### src/core/lr_page_cfg.svh
`ifndef LR_PAGE_CFG_SVH
`define LR_PAGE_CFG_SVH
`define IDX_FIFO 7'h00
`define IDX_OPMODE 7'h01
`define IDX_RSVD_FIRST 7'h02
`define IDX_RSVD_LAST 7'h05
`define IDX_FREQ_HI 7'h06
`define IDX_FREQ_MID 7'h07
`define IDX_SHARED_FIRST 7'h0d
`define IDX_SHARED_LAST 7'h3f
`define BIT_FAMILY 7
`define BIT_SHARED 6
`define BIT_BAND 3
`define RST_FAMILY 1'b0
`define RST_SHARED 1'b0
`define RST_BAND 1'b1
`define RST_MODE 3'h1
`define RST_FIFO_PORT 8'h00
`define RST_FREQ_HI 8'h6c
`define RST_FREQ_MID 8'h80
`define FIFO_DEPTH 256
`define FIFO_AW 8
`endif

### src/core/lr_page_pkg.sv
`default_nettype none
package lr_page_pkg;
   typedef enum logic [2:0] {
      sleep_state = 3'b000,
      standby_state = 3'b001,
      tx_synth_state = 3'b010,
      tx_state = 3'b011,
      rx_synth_state = 3'b100,
      rx_streaming_state = 3'b101,
      rx_one_shot_state = 3'b110,
      channel_activity_check = 3'b111
   } dev_mode_e;
   typedef enum logic [2:0] {
      hit_fifo = 3'b000,
      hit_opmode = 3'b001,
      hit_rsvd = 3'b010,
      hit_freq_hi = 3'b011,
      hit_freq_mid = 3'b100,
      hit_window = 3'b101,
      hit_none = 3'b110
   } hit_e;
   typedef struct packed {
      logic psel;
      logic penable;
      logic pwrite;
      logic [8:0] paddr;
      logic [31:0] pwdata;
   } apb_req_s;
   typedef struct packed {
      logic pready;
      logic [31:0] prdata;
      logic pslverr;
   } apb_rsp_s;
   typedef struct packed {
      logic modem_family_select;
      logic shared_page_select;
      logic band_page_select;
      dev_mode_e mode;
   } op_mode_s;
   typedef struct packed {
      logic [7:0] wr_ptr;
      logic [7:0] rd_ptr;
      logic [8:0] count;
   } fifo_state_s;
   typedef struct packed {
      apb_rsp_s rsp;
      op_mode_s op;
      logic [7:0] freq_high;
      logic [7:0] freq_middle;
      logic pop_armed;
      logic window_access;
      logic fsk_page_active;
      logic mode_trigger;
      logic cad_start;
      logic [7:0] mdm_pop_data;
   } top_state_s;
endpackage
`default_nettype wire

### src/core/baseband_fifo.sv
`include "lr_page_cfg.svh"
`default_nettype none
module baseband_fifo (
   input wire logic clk, // System clock
   input wire logic arst_n, // Async reset, active low
   input wire logic clear, // Drop all contents
   input wire logic push, // Write one byte
   input wire logic [7:0] push_data, // Byte to write
   input wire logic pop, // Remove head byte
   output logic [7:0] head, // Oldest byte
   output logic empty, // No byte held
   output logic full, // No room left
   output logic [8:0] level // Bytes held
);
   lr_page_pkg::fifo_state_s st_reg;
   lr_page_pkg::fifo_state_s st_next;
   logic [7:0] mem [0:`FIFO_DEPTH-1];
   logic do_push;
   logic do_pop;

   // Status from the count flop only
   assign empty = (st_reg.count == 9'h000);
   assign full = (st_reg.count == 9'(`FIFO_DEPTH));
   assign level = st_reg.count;
   assign head = mem[st_reg.rd_ptr];
   // Clear beats both push and pop
   assign do_push = push && !full && !clear;
   assign do_pop = pop && !empty && !clear;

   // Pointer and count update
   always_comb begin
      st_next = st_reg;
      if (clear) begin
         st_next = '0;
      end else begin
         if (do_push) begin
            st_next.wr_ptr = st_reg.wr_ptr + 8'h01;
         end
         if (do_pop) begin
            st_next.rd_ptr = st_reg.rd_ptr + 8'h01;
         end
         st_next.count = st_reg.count + {8'h00, do_push} - {8'h00, do_pop};
      end
   end

   always_ff @(posedge clk or negedge arst_n) begin
      if (!arst_n) begin
         st_reg <= '0;
      end else begin
         st_reg <= st_next;
      end
   end

   // Storage needs no reset; unread cells are never seen
   always_ff @(posedge clk) begin
      if (do_push) begin
         mem[st_reg.wr_ptr] <= push_data;
      end
   end
endmodule
`default_nettype wire

### src/core/long_range_mode_register_page.sv
`include "lr_page_cfg.svh"
`default_nettype none
module long_range_mode_register_page (
   input wire logic clk, // System clock, 20 MHz
   input wire logic arst_n, // Async reset, active low
   input wire lr_page_pkg::apb_req_s apb_req, // APB request from master
   output lr_page_pkg::apb_rsp_s apb_rsp, // APB answer
   input wire logic mdm_push, // Modem writes a byte
   input wire logic [7:0] mdm_push_data, // Byte from modem
   input wire logic mdm_pop, // Modem takes a byte
   output logic [7:0] mdm_pop_data, // Byte taken by modem
   output lr_page_pkg::op_mode_s op_mode, // Family, paging, mode
   output logic [7:0] carrier_freq_high, // Frequency bits 23:16
   output logic [7:0] carrier_freq_middle, // Frequency bits 15:8
   output logic mode_trigger, // Pulse on mode write
   output logic cad_start, // Pulse on activity check start
   output logic fsk_page_active, // Upper window shows FSK page
   output logic window_access, // Access pending in upper window
   output logic [8:0] fifo_level // Bytes in FIFO
);
   lr_page_pkg::top_state_s s_reg;
   lr_page_pkg::top_state_s s_next;
   logic [6:0] idx;
   logic access;
   logic capture;
   logic commit;
   logic in_sleep;
   logic host_push;
   logic host_pop;
   logic fifo_push;
   logic [7:0] fifo_push_data;
   logic fifo_pop;
   logic modem_pop_ok;
   logic host_read_capture;
   logic [7:0] fifo_head;
   logic fifo_empty;
   logic [8:0] fifo_count;

   // Register index from a word-aligned byte address
   function automatic lr_page_pkg::hit_e decode(input logic [6:0] i);
      lr_page_pkg::hit_e h;
      h = lr_page_pkg::hit_none;
      if (i == `IDX_FIFO) begin
         h = lr_page_pkg::hit_fifo;
      end else if (i == `IDX_OPMODE) begin
         h = lr_page_pkg::hit_opmode;
      end else if (i >= `IDX_RSVD_FIRST && i <= `IDX_RSVD_LAST) begin
         h = lr_page_pkg::hit_rsvd;
      end else if (i == `IDX_FREQ_HI) begin
         h = lr_page_pkg::hit_freq_hi;
      end else if (i == `IDX_FREQ_MID) begin
         h = lr_page_pkg::hit_freq_mid;
      end else if (i >= `IDX_SHARED_FIRST && i <= `IDX_SHARED_LAST) begin
         h = lr_page_pkg::hit_window;
      end
      return h;
   endfunction

   // Operating-mode byte as software reads it
   function automatic logic [31:0] opmode_word(input lr_page_pkg::op_mode_s o);
      logic [31:0] w;
      w = 32'h0000_0000;
      w[`BIT_FAMILY] = o.modem_family_select;
      w[`BIT_SHARED] = o.shared_page_select;
      w[`BIT_BAND] = o.band_page_select;
      w[2:0] = o.mode; // Bits 5-4 stay zero
      return w;
   endfunction

   // Bus phases: one wait cycle, then the completing edge
   assign idx = apb_req.paddr[8:2];
   assign access = apb_req.psel && apb_req.penable;
   assign capture = access && !s_reg.rsp.pready;
   assign commit = access && s_reg.rsp.pready;
   assign in_sleep = (s_reg.op.mode == lr_page_pkg::sleep_state);

   // Host FIFO traffic is dead in SLEEP
   assign host_push = commit && apb_req.pwrite && !in_sleep
      && (decode(idx) == lr_page_pkg::hit_fifo);
   assign host_pop = commit && !apb_req.pwrite && s_reg.pop_armed;

   // Host wins the FIFO; a clashing modem byte is lost
   assign fifo_push = host_push || (mdm_push && !in_sleep);
   assign fifo_push_data = host_push ? apb_req.pwdata[7:0] : mdm_push_data;

   // Host read captures the head; a modem pop on that edge would hand it out twice
   assign host_read_capture = capture && !apb_req.pwrite
      && (decode(idx) == lr_page_pkg::hit_fifo);

   // Modem may not pop while a host read holds the head
   assign modem_pop_ok = mdm_pop && !host_pop && !s_reg.pop_armed && !host_read_capture
      && !in_sleep && !fifo_empty;
   assign fifo_pop = host_pop || modem_pop_ok;

   baseband_fifo u_fifo (
      .clk(clk),
      .arst_n(arst_n),
      .clear(in_sleep),
      .push(fifo_push),
      .push_data(fifo_push_data),
      .pop(fifo_pop),
      .head(fifo_head),
      .empty(fifo_empty),
      .full(),
      .level(fifo_count)
   );

   // Next state of the whole register page
   always_comb begin
      s_next = s_reg;
      s_next.mode_trigger = 1'b0;
      s_next.cad_start = 1'b0;

      // First access cycle: read data and answer prepared
      if (capture) begin
         s_next.rsp.pready = 1'b1;
         s_next.rsp.pslverr = 1'b0;
         s_next.rsp.prdata = 32'h0000_0000;
         s_next.window_access = 1'b0;
         case (decode(idx))
            lr_page_pkg::hit_fifo: begin
               // Empty or sleeping port reads zero, no pop
               if (!in_sleep && !fifo_empty && !apb_req.pwrite) begin
                  s_next.rsp.prdata = {24'h00_0000, fifo_head};
                  s_next.pop_armed = 1'b1;
               end
            end
            lr_page_pkg::hit_opmode: begin
               s_next.rsp.prdata = opmode_word(s_reg.op);
            end
            lr_page_pkg::hit_rsvd: begin
               s_next.rsp.prdata = 32'h0000_0000;
            end
            lr_page_pkg::hit_freq_hi: begin
               s_next.rsp.prdata = {24'h00_0000, s_reg.freq_high};
            end
            lr_page_pkg::hit_freq_mid: begin
               s_next.rsp.prdata = {24'h00_0000, s_reg.freq_middle};
            end
            lr_page_pkg::hit_window: begin
               // Upper window lives outside this block
               s_next.window_access = 1'b1;
               s_next.rsp.pslverr = 1'b1;
            end
            default: begin
               s_next.rsp.pslverr = 1'b1;
            end
         endcase
      end

      // Completing edge: writes land, answer withdrawn
      if (commit) begin
         s_next.rsp.pready = 1'b0;
         s_next.rsp.pslverr = 1'b0;
         s_next.rsp.prdata = 32'h0000_0000;
         s_next.pop_armed = 1'b0;
         s_next.window_access = 1'b0;
         if (apb_req.pwrite) begin
            case (decode(idx))
               lr_page_pkg::hit_opmode: begin
                  // Family bit judged against the mode before this write
                  if (in_sleep) begin
                     s_next.op.modem_family_select =
                        apb_req.pwdata[`BIT_FAMILY];
                  end
                  s_next.op.shared_page_select =
                     apb_req.pwdata[`BIT_SHARED];
                  s_next.op.band_page_select =
                     apb_req.pwdata[`BIT_BAND];
                  s_next.op.mode =
                     lr_page_pkg::dev_mode_e'(apb_req.pwdata[2:0]);
                  s_next.mode_trigger = 1'b1;
                  s_next.cad_start = (apb_req.pwdata[2:0]
                     == lr_page_pkg::channel_activity_check);
               end
               lr_page_pkg::hit_freq_hi: begin
                  s_next.freq_high = apb_req.pwdata[7:0];
               end
               lr_page_pkg::hit_freq_mid: begin
                  s_next.freq_middle = apb_req.pwdata[7:0];
               end
               default: begin
                  // FIFO handled by the buffer; reserved writes do nothing
                  s_next.freq_high = s_reg.freq_high;
               end
            endcase
         end
      end

      // Byte handed to the modem on its pop
      if (modem_pop_ok) begin
         s_next.mdm_pop_data = fifo_head;
      end

      // Page seen in the upper window follows the new settings
      s_next.fsk_page_active = !s_next.op.modem_family_select
         || s_next.op.shared_page_select;
   end

   always_ff @(posedge clk or negedge arst_n) begin
      if (!arst_n) begin
         s_reg.rsp <= '0;
         s_reg.op.modem_family_select <= `RST_FAMILY;
         s_reg.op.shared_page_select <= `RST_SHARED;
         s_reg.op.band_page_select <= `RST_BAND;
         s_reg.op.mode <= lr_page_pkg::dev_mode_e'(`RST_MODE);
         s_reg.freq_high <= `RST_FREQ_HI;
         s_reg.freq_middle <= `RST_FREQ_MID;
         s_reg.pop_armed <= 1'b0;
         s_reg.window_access <= 1'b0;
         s_reg.fsk_page_active <= 1'b1;
         s_reg.mode_trigger <= 1'b0;
         s_reg.cad_start <= 1'b0;
         s_reg.mdm_pop_data <= `RST_FIFO_PORT;
      end else begin
         s_reg <= s_next;
      end
   end

   // Outputs straight from the state flops
   assign apb_rsp = s_reg.rsp;
   assign op_mode = s_reg.op;
   assign carrier_freq_high = s_reg.freq_high;
   assign carrier_freq_middle = s_reg.freq_middle;
   assign mode_trigger = s_reg.mode_trigger;
   assign cad_start = s_reg.cad_start;
   assign fsk_page_active = s_reg.fsk_page_active;
   assign window_access = s_reg.window_access;
   assign mdm_pop_data = s_reg.mdm_pop_data;
   assign fifo_level = fifo_count; // Count flop inside the buffer
endmodule
`default_nettype wire

### config.mk
export PLATFORM = sky130hd
export DESIGN_NAME = long_range_mode_register_page
export DESIGN_NICKNAME = d
export VERILOG_FILES = /design/src/core/lr_page_pkg.sv /design/src/core/baseband_fifo.sv /design/src/core/long_range_mode_register_page.sv
export VERILOG_INCLUDE_DIRS = /design/src /design/src/core
export SDC_FILE = /design/constraint.sdc
export NUM_CORES = 2
export LEC_CHECK = 0
export ABC_AREA = 1
export BUFFER_PORTS_ARGS = -buffer_cell sky130_fd_sc_hd__buf_2
export CAP_MARGIN = 10
export CORE_UTILIZATION = 40
export CTS_BUF_LIST = sky130_fd_sc_hd__clkbuf_16
export DETAILED_ROUTE_END_ITERATION = 6
export GPL_ROUTABILITY_DRIVEN = 0
export HOLD_SLACK_MARGIN = 0.15
export REMOVE_ABC_BUFFERS = 1
export SLEW_MARGIN = 20
export SYNTH_ARGS = -nofsm -noshare
export SYNTH_HDL_FRONTEND = slang
export SYNTH_SLANG_ARGS = --single-unit
### constraint.sdc
create_clock -name clk -period 36.7 [get_ports clk]
set_input_delay 3.67 -clock clk [delete_from_list [all_inputs] [get_ports clk]]
set_output_delay 3.67 -clock clk [all_outputs]
set_load 0.05 [all_outputs]
# Word-level counts from Yosys, hierarchy flattened
# Memory sizes are Yosys's and may differ from the RTL's.
# Cells that the tools add are included.
word_totals:
  regBits: 94
  mem_bits_rw: 2048
  input_bits: 56
  word_cells: 123
  n_memories: 1
mem_list:
  columns: ["name", "words", "width", "rd", "rd_ports_with_merged_regs", "write_ports", "line_no", "rtl"]
  rows:
  - ["u_fifo.mem", 256, 8, 1, 0, 1, "baseband_fifo.sv:17", "logic [7:0] mem [0:`FIFO_DEPTH-1];"]
classes:
  addsub: 4
  magnitude_cmp: 4
  n_eq_ne: 13
  n_mux: 32
  n_reduce_logical: 51
ops:
  columns: ["operator", "n"]
  rows:
  - ["case mux 32 bit (4 select lines)", 1]
  - ["2-to-1 mux 58 bit", 1]
  - ["2-to-1 mux 8 bit", 6]
  - ["2-to-1 mux 34 bit", 1]
  - ["2-to-1 mux 25 bit", 1]
  - ["logical AND 1 bit", 24]
  - ["2-to-1 mux 22 bit", 1]
  - ["2-to-1 mux 3 bit", 7]
  - ["adder 8 x 1 -> 8 bit, second input constant", 2]
  - ["equality test 7 x 3 -> 1 bit, second input constant", 2]
  - ["equality test 3 bit, second input constant", 4]
  - ["2-to-1 mux 2 bit", 6]
  - ["AND reduction 3 bit", 4]
  - ["nonzero test 2 bit", 5]
  - ["adder 9 x 1 -> 9 bit", 1]
  - ["equality test 3 x 2 -> 1 bit, second input constant", 3]
  - ["equality test 9 bit, second input constant", 1]
  - ["zero test 1 bit", 9]
  - ["zero test 3 bit", 3]
  - ["zero test 9 bit", 1]
  - ["subtractor 9 x 1 -> 9 bit", 1]
  - ["equality test 7 x 1 -> 1 bit, second input constant", 1]
  - ["greater-or-equal comparator 7 x 2 -> 1 bit, second input constant", 1]
  - ["greater-or-equal comparator 7 x 4 -> 1 bit, second input constant", 1]
  - ["8 further kinds", 17]

# Logic depth before layout (Yosys ltp)
depth:
  ltp_word: 19
  mapped_depth: 27

# Hierarchy
# A second synthesis with hierarchy kept.
unflattened:
  cells_unflattened: 7495
  area_unflattened_um2: 87620.3
by_module_without_submodules:
  columns: ["module", "n_inst", "cells_each", "area_each_um2"]
  rows:
  - ["baseband_fifo", 1, 7143, 84743.8]
  - ["long_range_mode_register_page", 1, 352, 2876.5]

# Least setup slack after synthesis
# No wires, ideal clock.
synth_path:
  path_type: "input -> register"
  startpoint: "input apb_req[37] in the netlist's numbering"
  endpoint: "memory u_fifo.mem[0][4] (data pin)"
  setup_ns: 2.188
  arrival_ns: 14.426
  slack_ns: 20.086
  cell_stages: 5
  path_cell_list: "or2_1 > nor3_2 > nand3_2 > clkbuf_1 > o21ai_0"
synth_via:
  elab_chain_len: 11
  elab_cells_between_ends: 19
  classes_between: "order compare: 4; eq/ne: 3; mux: 7; reduce/logical: 5"
synth_lines:
  columns: ["item", "line_no", "rtl"]
  rows:
  - ["start: declaration", "long_range_mode_register_page.sv:6", "input wire lr_page_pkg::apb_req_s apb_req,"]
  - ["greater-or-equal comparator 7 x 4 -> 1 bit (no line) / less-or-equal comparator 7 x 6 -> 1 bit (equally long branches)", null, null]
  - ["logical AND 1 bit (no line)", null, null]
  - ["2-to-1 mux 2 bit", "long_range_mode_register_page.sv:53", "end else if (i >= `IDX_SHARED_FIRST && i <= `IDX_SHARED_LAST) begin"]
  - ["2-to-1 mux 2 bit", "long_range_mode_register_page.sv:51", "end else if (i == `IDX_FREQ_MID) begin"]
  - ["2-to-1 mux 3 bit", "long_range_mode_register_page.sv:49", "end else if (i == `IDX_FREQ_HI) begin"]
  - ["2-to-1 mux 3 bit", "long_range_mode_register_page.sv:47", "end else if (i >= `IDX_RSVD_FIRST && i <= `IDX_RSVD_LAST) begin"]
  - ["2-to-1 mux 3 bit", "long_range_mode_register_page.sv:45", "end else if (i == `IDX_OPMODE) begin"]
  - ["2-to-1 mux 3 bit (*)", "long_range_mode_register_page.sv:43", "if (i == `IDX_FIFO) begin"]
  - ["zero test 3 bit (*)", "long_range_mode_register_page.sv:79", "&& (decode(idx) == lr_page_pkg::hit_fifo);"]
  - ["logical AND 1 bit (*)", "long_range_mode_register_page.sv:79", null]
  - ["2-to-1 mux 8 bit (*)", "long_range_mode_register_page.sv:84", "assign fifo_push_data = host_push ? apb_req.pwdata[7:0] : mdm_push_data;"]
  - ["net fifo_push_data[4]", "long_range_mode_register_page.sv:31", "logic [7:0] fifo_push_data;"]
  - ["end: declaration", "baseband_fifo.sv:17", null]
# Mark *: on every way through the listed nets, which the timed path passes. The rest lies on a longest branch.

# Worst setup path in the final report
layout_path:
  startpoint: "input apb_req[43] in the netlist's numbering"
  endpoint: "memory u_fifo.mem[109][4] (data pin)"
layout_via:
  elab_chain_len: 6
layout_lines:
  columns: ["item", "line_no", "rtl"]
  rows:
  - ["logical AND 1 bit", "long_range_mode_register_page.sv:72", "assign access = apb_req.psel && apb_req.penable;"]
  - ["logical AND 1 bit", "long_range_mode_register_page.sv:74", "assign commit = access && s_reg.rsp.pready;"]
  - ["logical AND 1 bit (2 in series)", "long_range_mode_register_page.sv:78", "assign host_push = commit && apb_req.pwrite && !in_sleep"]
  - ["logical AND 1 bit", "long_range_mode_register_page.sv:79", null]
  - ["2-to-1 mux 8 bit", "long_range_mode_register_page.sv:84", null]
  - ["net fifo_push_data[4]", "long_range_mode_register_page.sv:31", null]
# The timed path passes the listed nets, and every way through them passes these cells.

==> run_summary.xml <==
<?xml version="1.0" encoding="UTF-8"?>
<metrics>
  <group name="cells_and_area">
    <metric name="cell_area_after_layout" unit="sq um">98100</metric>
    <metric name="layout-drive-gt1-share" unit="%">6.79</metric>
    <metric name="utilization_after_layout" unit="%">44.1</metric>
    <metric name="finish.cell_count_without_fillers" unit="">11100</metric>
    <metric name="largest_register_ff_count" unit="">2048</metric>
    <metric name="synthToLayoutAreaGrowth" unit="%">9.50</metric>
    <metric name="finalNetCount" unit="">8017</metric>
    <metric name="nFillCells" unit="">20500</metric>
  </group>
  <group name="critical_path">
    <metric name="timing.critical_path.to_type" unit="">flip-flop</metric>
    <metric name="timing.critical_path.from_type" unit="">input pin</metric>
    <metric name="worstRegToRegCells" unit="">16</metric>
    <metric name="critical_path_peak_fanout" unit="">74</metric>
    <metric name="crit_required" unit="ns">37.19</metric>
    <metric name="worst_ep_arrival_time" unit="ns">8.43</metric>
    <metric name="criticalPathCategory" unit="">input pin to flip-flop</metric>
  </group>
  <group name="synthesis">
    <metric name="yosysWarnings" unit="">0</metric>
    <metric name="synth.ff_latch_count" unit="">2118</metric>
    <metric name="synth-simple-area-share" unit="%">19.4</metric>
    <metric name="fraction_of_synthesized_area_in_multiplexers" unit="%">0</metric>
    <metric name="synth_compound_gate_area_share" unit="%">4.73</metric>
    <metric name="async_reset_ff_share" unit="%">3.31</metric>
    <metric name="yosysUniqueCellTypes" unit="">49</metric>
    <metric name="synth_area_per_cell" unit="sq um">11.0</metric>
    <metric name="synth.yosys.seq_area_share" unit="%">70.6</metric>
    <metric name="synth_edf_count" unit="">2048</metric>
    <metric name="synth-xor-area-share" unit="%">0.0196</metric>
    <metric name="combinational_family_with_the_most_area_after_synthesis" unit="">simple AND/OR/NAND/NOR gates</metric>
    <metric name="yosys.area_share.adder" unit="%">0.260</metric>
    <metric name="synth.cell_area" unit="sq um">89500</metric>
    <metric name="postSynthCellCount" unit="">8109</metric>
    <metric name="synth_top_flop_cell" unit="">edfxtp_1</metric>
  </group>
  <group name="status">
    <metric name="run_status" unit="">finished clean</metric>
  </group>
  <group name="sta">
    <metric name="clock_skew" unit="ns">0.0498</metric>
    <metric name="final_hold_viol_count" unit="">0</metric>
    <metric name="slew_headroom" unit="%">17.2</metric>
    <metric name="fin_crit_sh" unit="%">21.6</metric>
    <metric name="timing.final.setup_violations" unit="">0</metric>
    <metric name="layout_min_cycle_time" unit="ns">7.94</metric>
    <metric name="grt_setup_unrepaired" unit="">no</metric>
    <metric name="worst-slew-pin-transition" unit="ns">1.24</metric>
    <metric name="max_clock_freq" unit="GHz">0.126</metric>
    <metric name="final_max_slew_viol_count" unit="">0</metric>
  </group>
  <group name="routing">
    <metric name="num_vias" unit="">57800</metric>
    <metric name="drt_drc_violations_left" unit="">0</metric>
    <metric name="initialDrtViolationCount" unit="">6472</metric>
    <metric name="totalWireLength" unit="um">236000</metric>
    <metric name="detail_route.vias_per_cell" unit="">5.21</metric>
    <metric name="detail-route-antenna-nets" unit="">0</metric>
    <metric name="average_detailed_routed_wire_length_per_instance" unit="um">21.3</metric>
    <metric name="detail_route.first_pass.iterations" unit="">6</metric>
  </group>
  <group name="floorplan">
    <metric name="initial_core_utilization" unit="%">40.3</metric>
    <metric name="die_w" unit="um">475</metric>
    <metric name="floorplan.die_area" unit="sq um">226000</metric>
    <metric name="core_area" unit="sq um">222000</metric>
    <metric name="chipHeight" unit="um">475</metric>
    <metric name="floorplan.io_pins" unit="">133</metric>
    <metric name="std_cell_rows" unit="">173</metric>
  </group>
  <group name="global_route">
    <metric name="use_met2" unit="%">32.9</metric>
    <metric name="grt_util_met1" unit="%">28.5</metric>
    <metric name="grt_max_degree" unit="">210</metric>
    <metric name="global_route.overflow_total" unit="">0</metric>
    <metric name="global_route_wire_length_before_repair" unit="um">351000</metric>
    <metric name="met3_usage" unit="%">3.55</metric>
    <metric name="first_global_vias" unit="">55300</metric>
    <metric name="grtUsageTotal" unit="%">20.7</metric>
    <metric name="antenna_found_initial" unit="">7</metric>
    <metric name="global_route_hottest_layer" unit="">met2</metric>
  </group>
  <group name="clocking">
    <metric name="cts_hold_buffers" unit="">0</metric>
    <metric name="cell_at_the_root_of_the_clock_tree" unit="">clkbuf_16</metric>
    <metric name="cts_resized" unit="">0</metric>
    <metric name="clockBufferDepth" unit="">3</metric>
    <metric name="post-cts-setup-buffer-count" unit="">0</metric>
    <metric name="clock_tree.htree_level_count" unit="">4</metric>
    <metric name="cts_num_sinks" unit="">2118</metric>
    <metric name="cts-buffers-inserted" unit="">209</metric>
    <metric name="clkSlewWorstSetupHoldPaths" unit="ns">0.06</metric>
    <metric name="clk-insertion-delay-late" unit="ns">0.85</metric>
    <metric name="clock_tree_from_tritoncts" unit="">built</metric>
  </group>
  <group name="place">
    <metric name="dp.final_hpwl" unit="um">126000</metric>
    <metric name="post-place-cells" unit="">10700</metric>
    <metric name="placement.cell_area" unit="sq um">91500</metric>
    <metric name="io_buffer_count" unit="">82</metric>
  </group>
  <group name="power_and_ir_drop">
    <metric name="power_density" unit="nW/um^2">48.5</metric>
    <metric name="leakage" unit="nW">35.5</metric>
    <metric name="vdd_drop_max" unit="mV">0.0477</metric>
  </group>
  <group name="job">
    <metric name="max-cap-violations" unit="">0</metric>
  </group>
  <group name="hold_path">
    <metric name="holdPathStages" unit="">2</metric>
    <metric name="timing.hold.worst.class" unit="">flip-flop to flip-flop</metric>
  </group>
</metrics>
-- worst paths after layout --
path	start	end	slack, ns
worst max-delay path	apb_req[43]	u_fifo.mem[109][4]	28.76
worst min-delay path	apb_rsp[6]	apb_rsp[6]	0.48
worst max register to register	u_fifo.st_reg[9]	apb_rsp[4]	30.91
worst min register to register	apb_rsp[6]	apb_rsp[6]	0.48
max in group asynchronous	arst_n	u_fifo.st_reg[9]	32.96
min in group asynchronous	arst_n	apb_rsp[6]	2.97
-- Yosys cell counts, types with 3 or more instances --
master | count | share of area, %
edfxtp_1 | 2048 | 69
nand2_1 | 1898 | 8.0
nor2_1 | 1509 | 6.3
nand3_1 | 735 | 4.1
o21ai_0 | 505 | 2.8
inv_1 | 320 | 1.3
buf_2 | 172 | 0.96
clkbuf_1 | 162 | 0.68
a21oi_1 | 146 | 0.82
buf_4 | 129 | 1.1
o21ai_1 | 109 | 0.61
dfrtp_1 | 62 | 1.7
or2_2 | 58 | 0.41
buf_1 | 45 | 0.19
buf_6 | 41 | 0.52
o211ai_1 | 35 | 0.29
nor3_1 | 30 | 0.17
ha_1 | 17 | 0.24
clkinv_1 | 10 | 0.042
nand4_4 | 10 | 0.24
a22o_1 | 8 | 0.078
a31oi_1 | 8 | 0.056
dfstp_2 | 8 | 0.23
nand3_2 | 4 | 0.045
nand4_1 | 4 | 0.028
inv_2 | 3 | 0.013
nand2_2 | 3 | 0.021
-- per-stage QoR --
step	TNS [ns]	hold slack, ns	setup WS (ns)	total power [W]
after floorplan	-280.65	0.510	-16.64	0.00276
after global placement	0	0.468	27.73	0.00277
after detailed placement	0	0.465	27.65	0.00277
after CTS	0	0.486	28.52	0.00478
after global routing	0	0.526	28.44	0.00487
final	0	0.481	28.76	0.00475
-- per-layer routing --
layer  vias up  wire length (um)
met1     28200            100000
li1      27200                 -
met4         4              7700
met3       390             17100
met2      2056            111000
met5         -                21
-- final cells by class --
cell class | count | area [sq um] | area share, %
Sequential cell | 2118 | 63300 | 64.5
Multi-Input combinational cell | 5126 | 22100 | 22.6
Clock buffer | 209 | 5230 | 5.33
Tap cell | 2975 | 3720 | 3.80
Inverter | 334 | 1280 | 1.31
Clock inverter | 179 | 1210 | 1.24
Timing Repair Buffer | 154 | 1190 | 1.22
Antenna cell | 2 | 5.00 | 0.00510
-- cell usage in the layout (no fill, tap or decap), types with 20 or more instances in the layout --
master     count
dfrtp_1       58
clkbuf_16    209
o21ai_0      497
o211ai_1      35
buf_4         55
clkinv_2      34
clkinv_1      68
a21oi_1      146
nor2_1      1509
inv_1        372
or2_2         58
nand2_1     1897
edfxtp_1    2048
conb_1        24
buf_2         81
nand3_1      735
o21ai_1      109
nor3_1        20
-- where the power goes --
part           leakage [nW]  total [W]  switching (W)  internal [W]
logic                  12.8  0.0000681      0.0000614    0.00000666
registers              19.3    0.00265     0.00000103       0.00265
clock network          3.36    0.00203       0.000921       0.00111
total                  35.5    0.00475       0.000983       0.00377
-- critical path: stages --
cell and delay, ns:
buf_2 0.09, nand2_2 0.19, nor2_4 0.19, inv_1 0.08
nor2_2 0.17, nand3_2 0.52, o21ai_4 0.93, buf_4 0.54
buf_16 0.29, buf_4 0.80, buf_4 0.82
-- kinds of logic after synthesis --
| group | Yosys count |
|---|---|
| buffers and inverters | 888 |
| AND/OR/NAND/NOR | 4266 |
| other | 1 |
| adder cells (fa/ha/maj) | 18 |
| XOR/XNOR | 2 |
| AO/OA/AOI/OAI | 816 |
| flip-flops | 2118 |
Power figures use the tool's default switching activity.
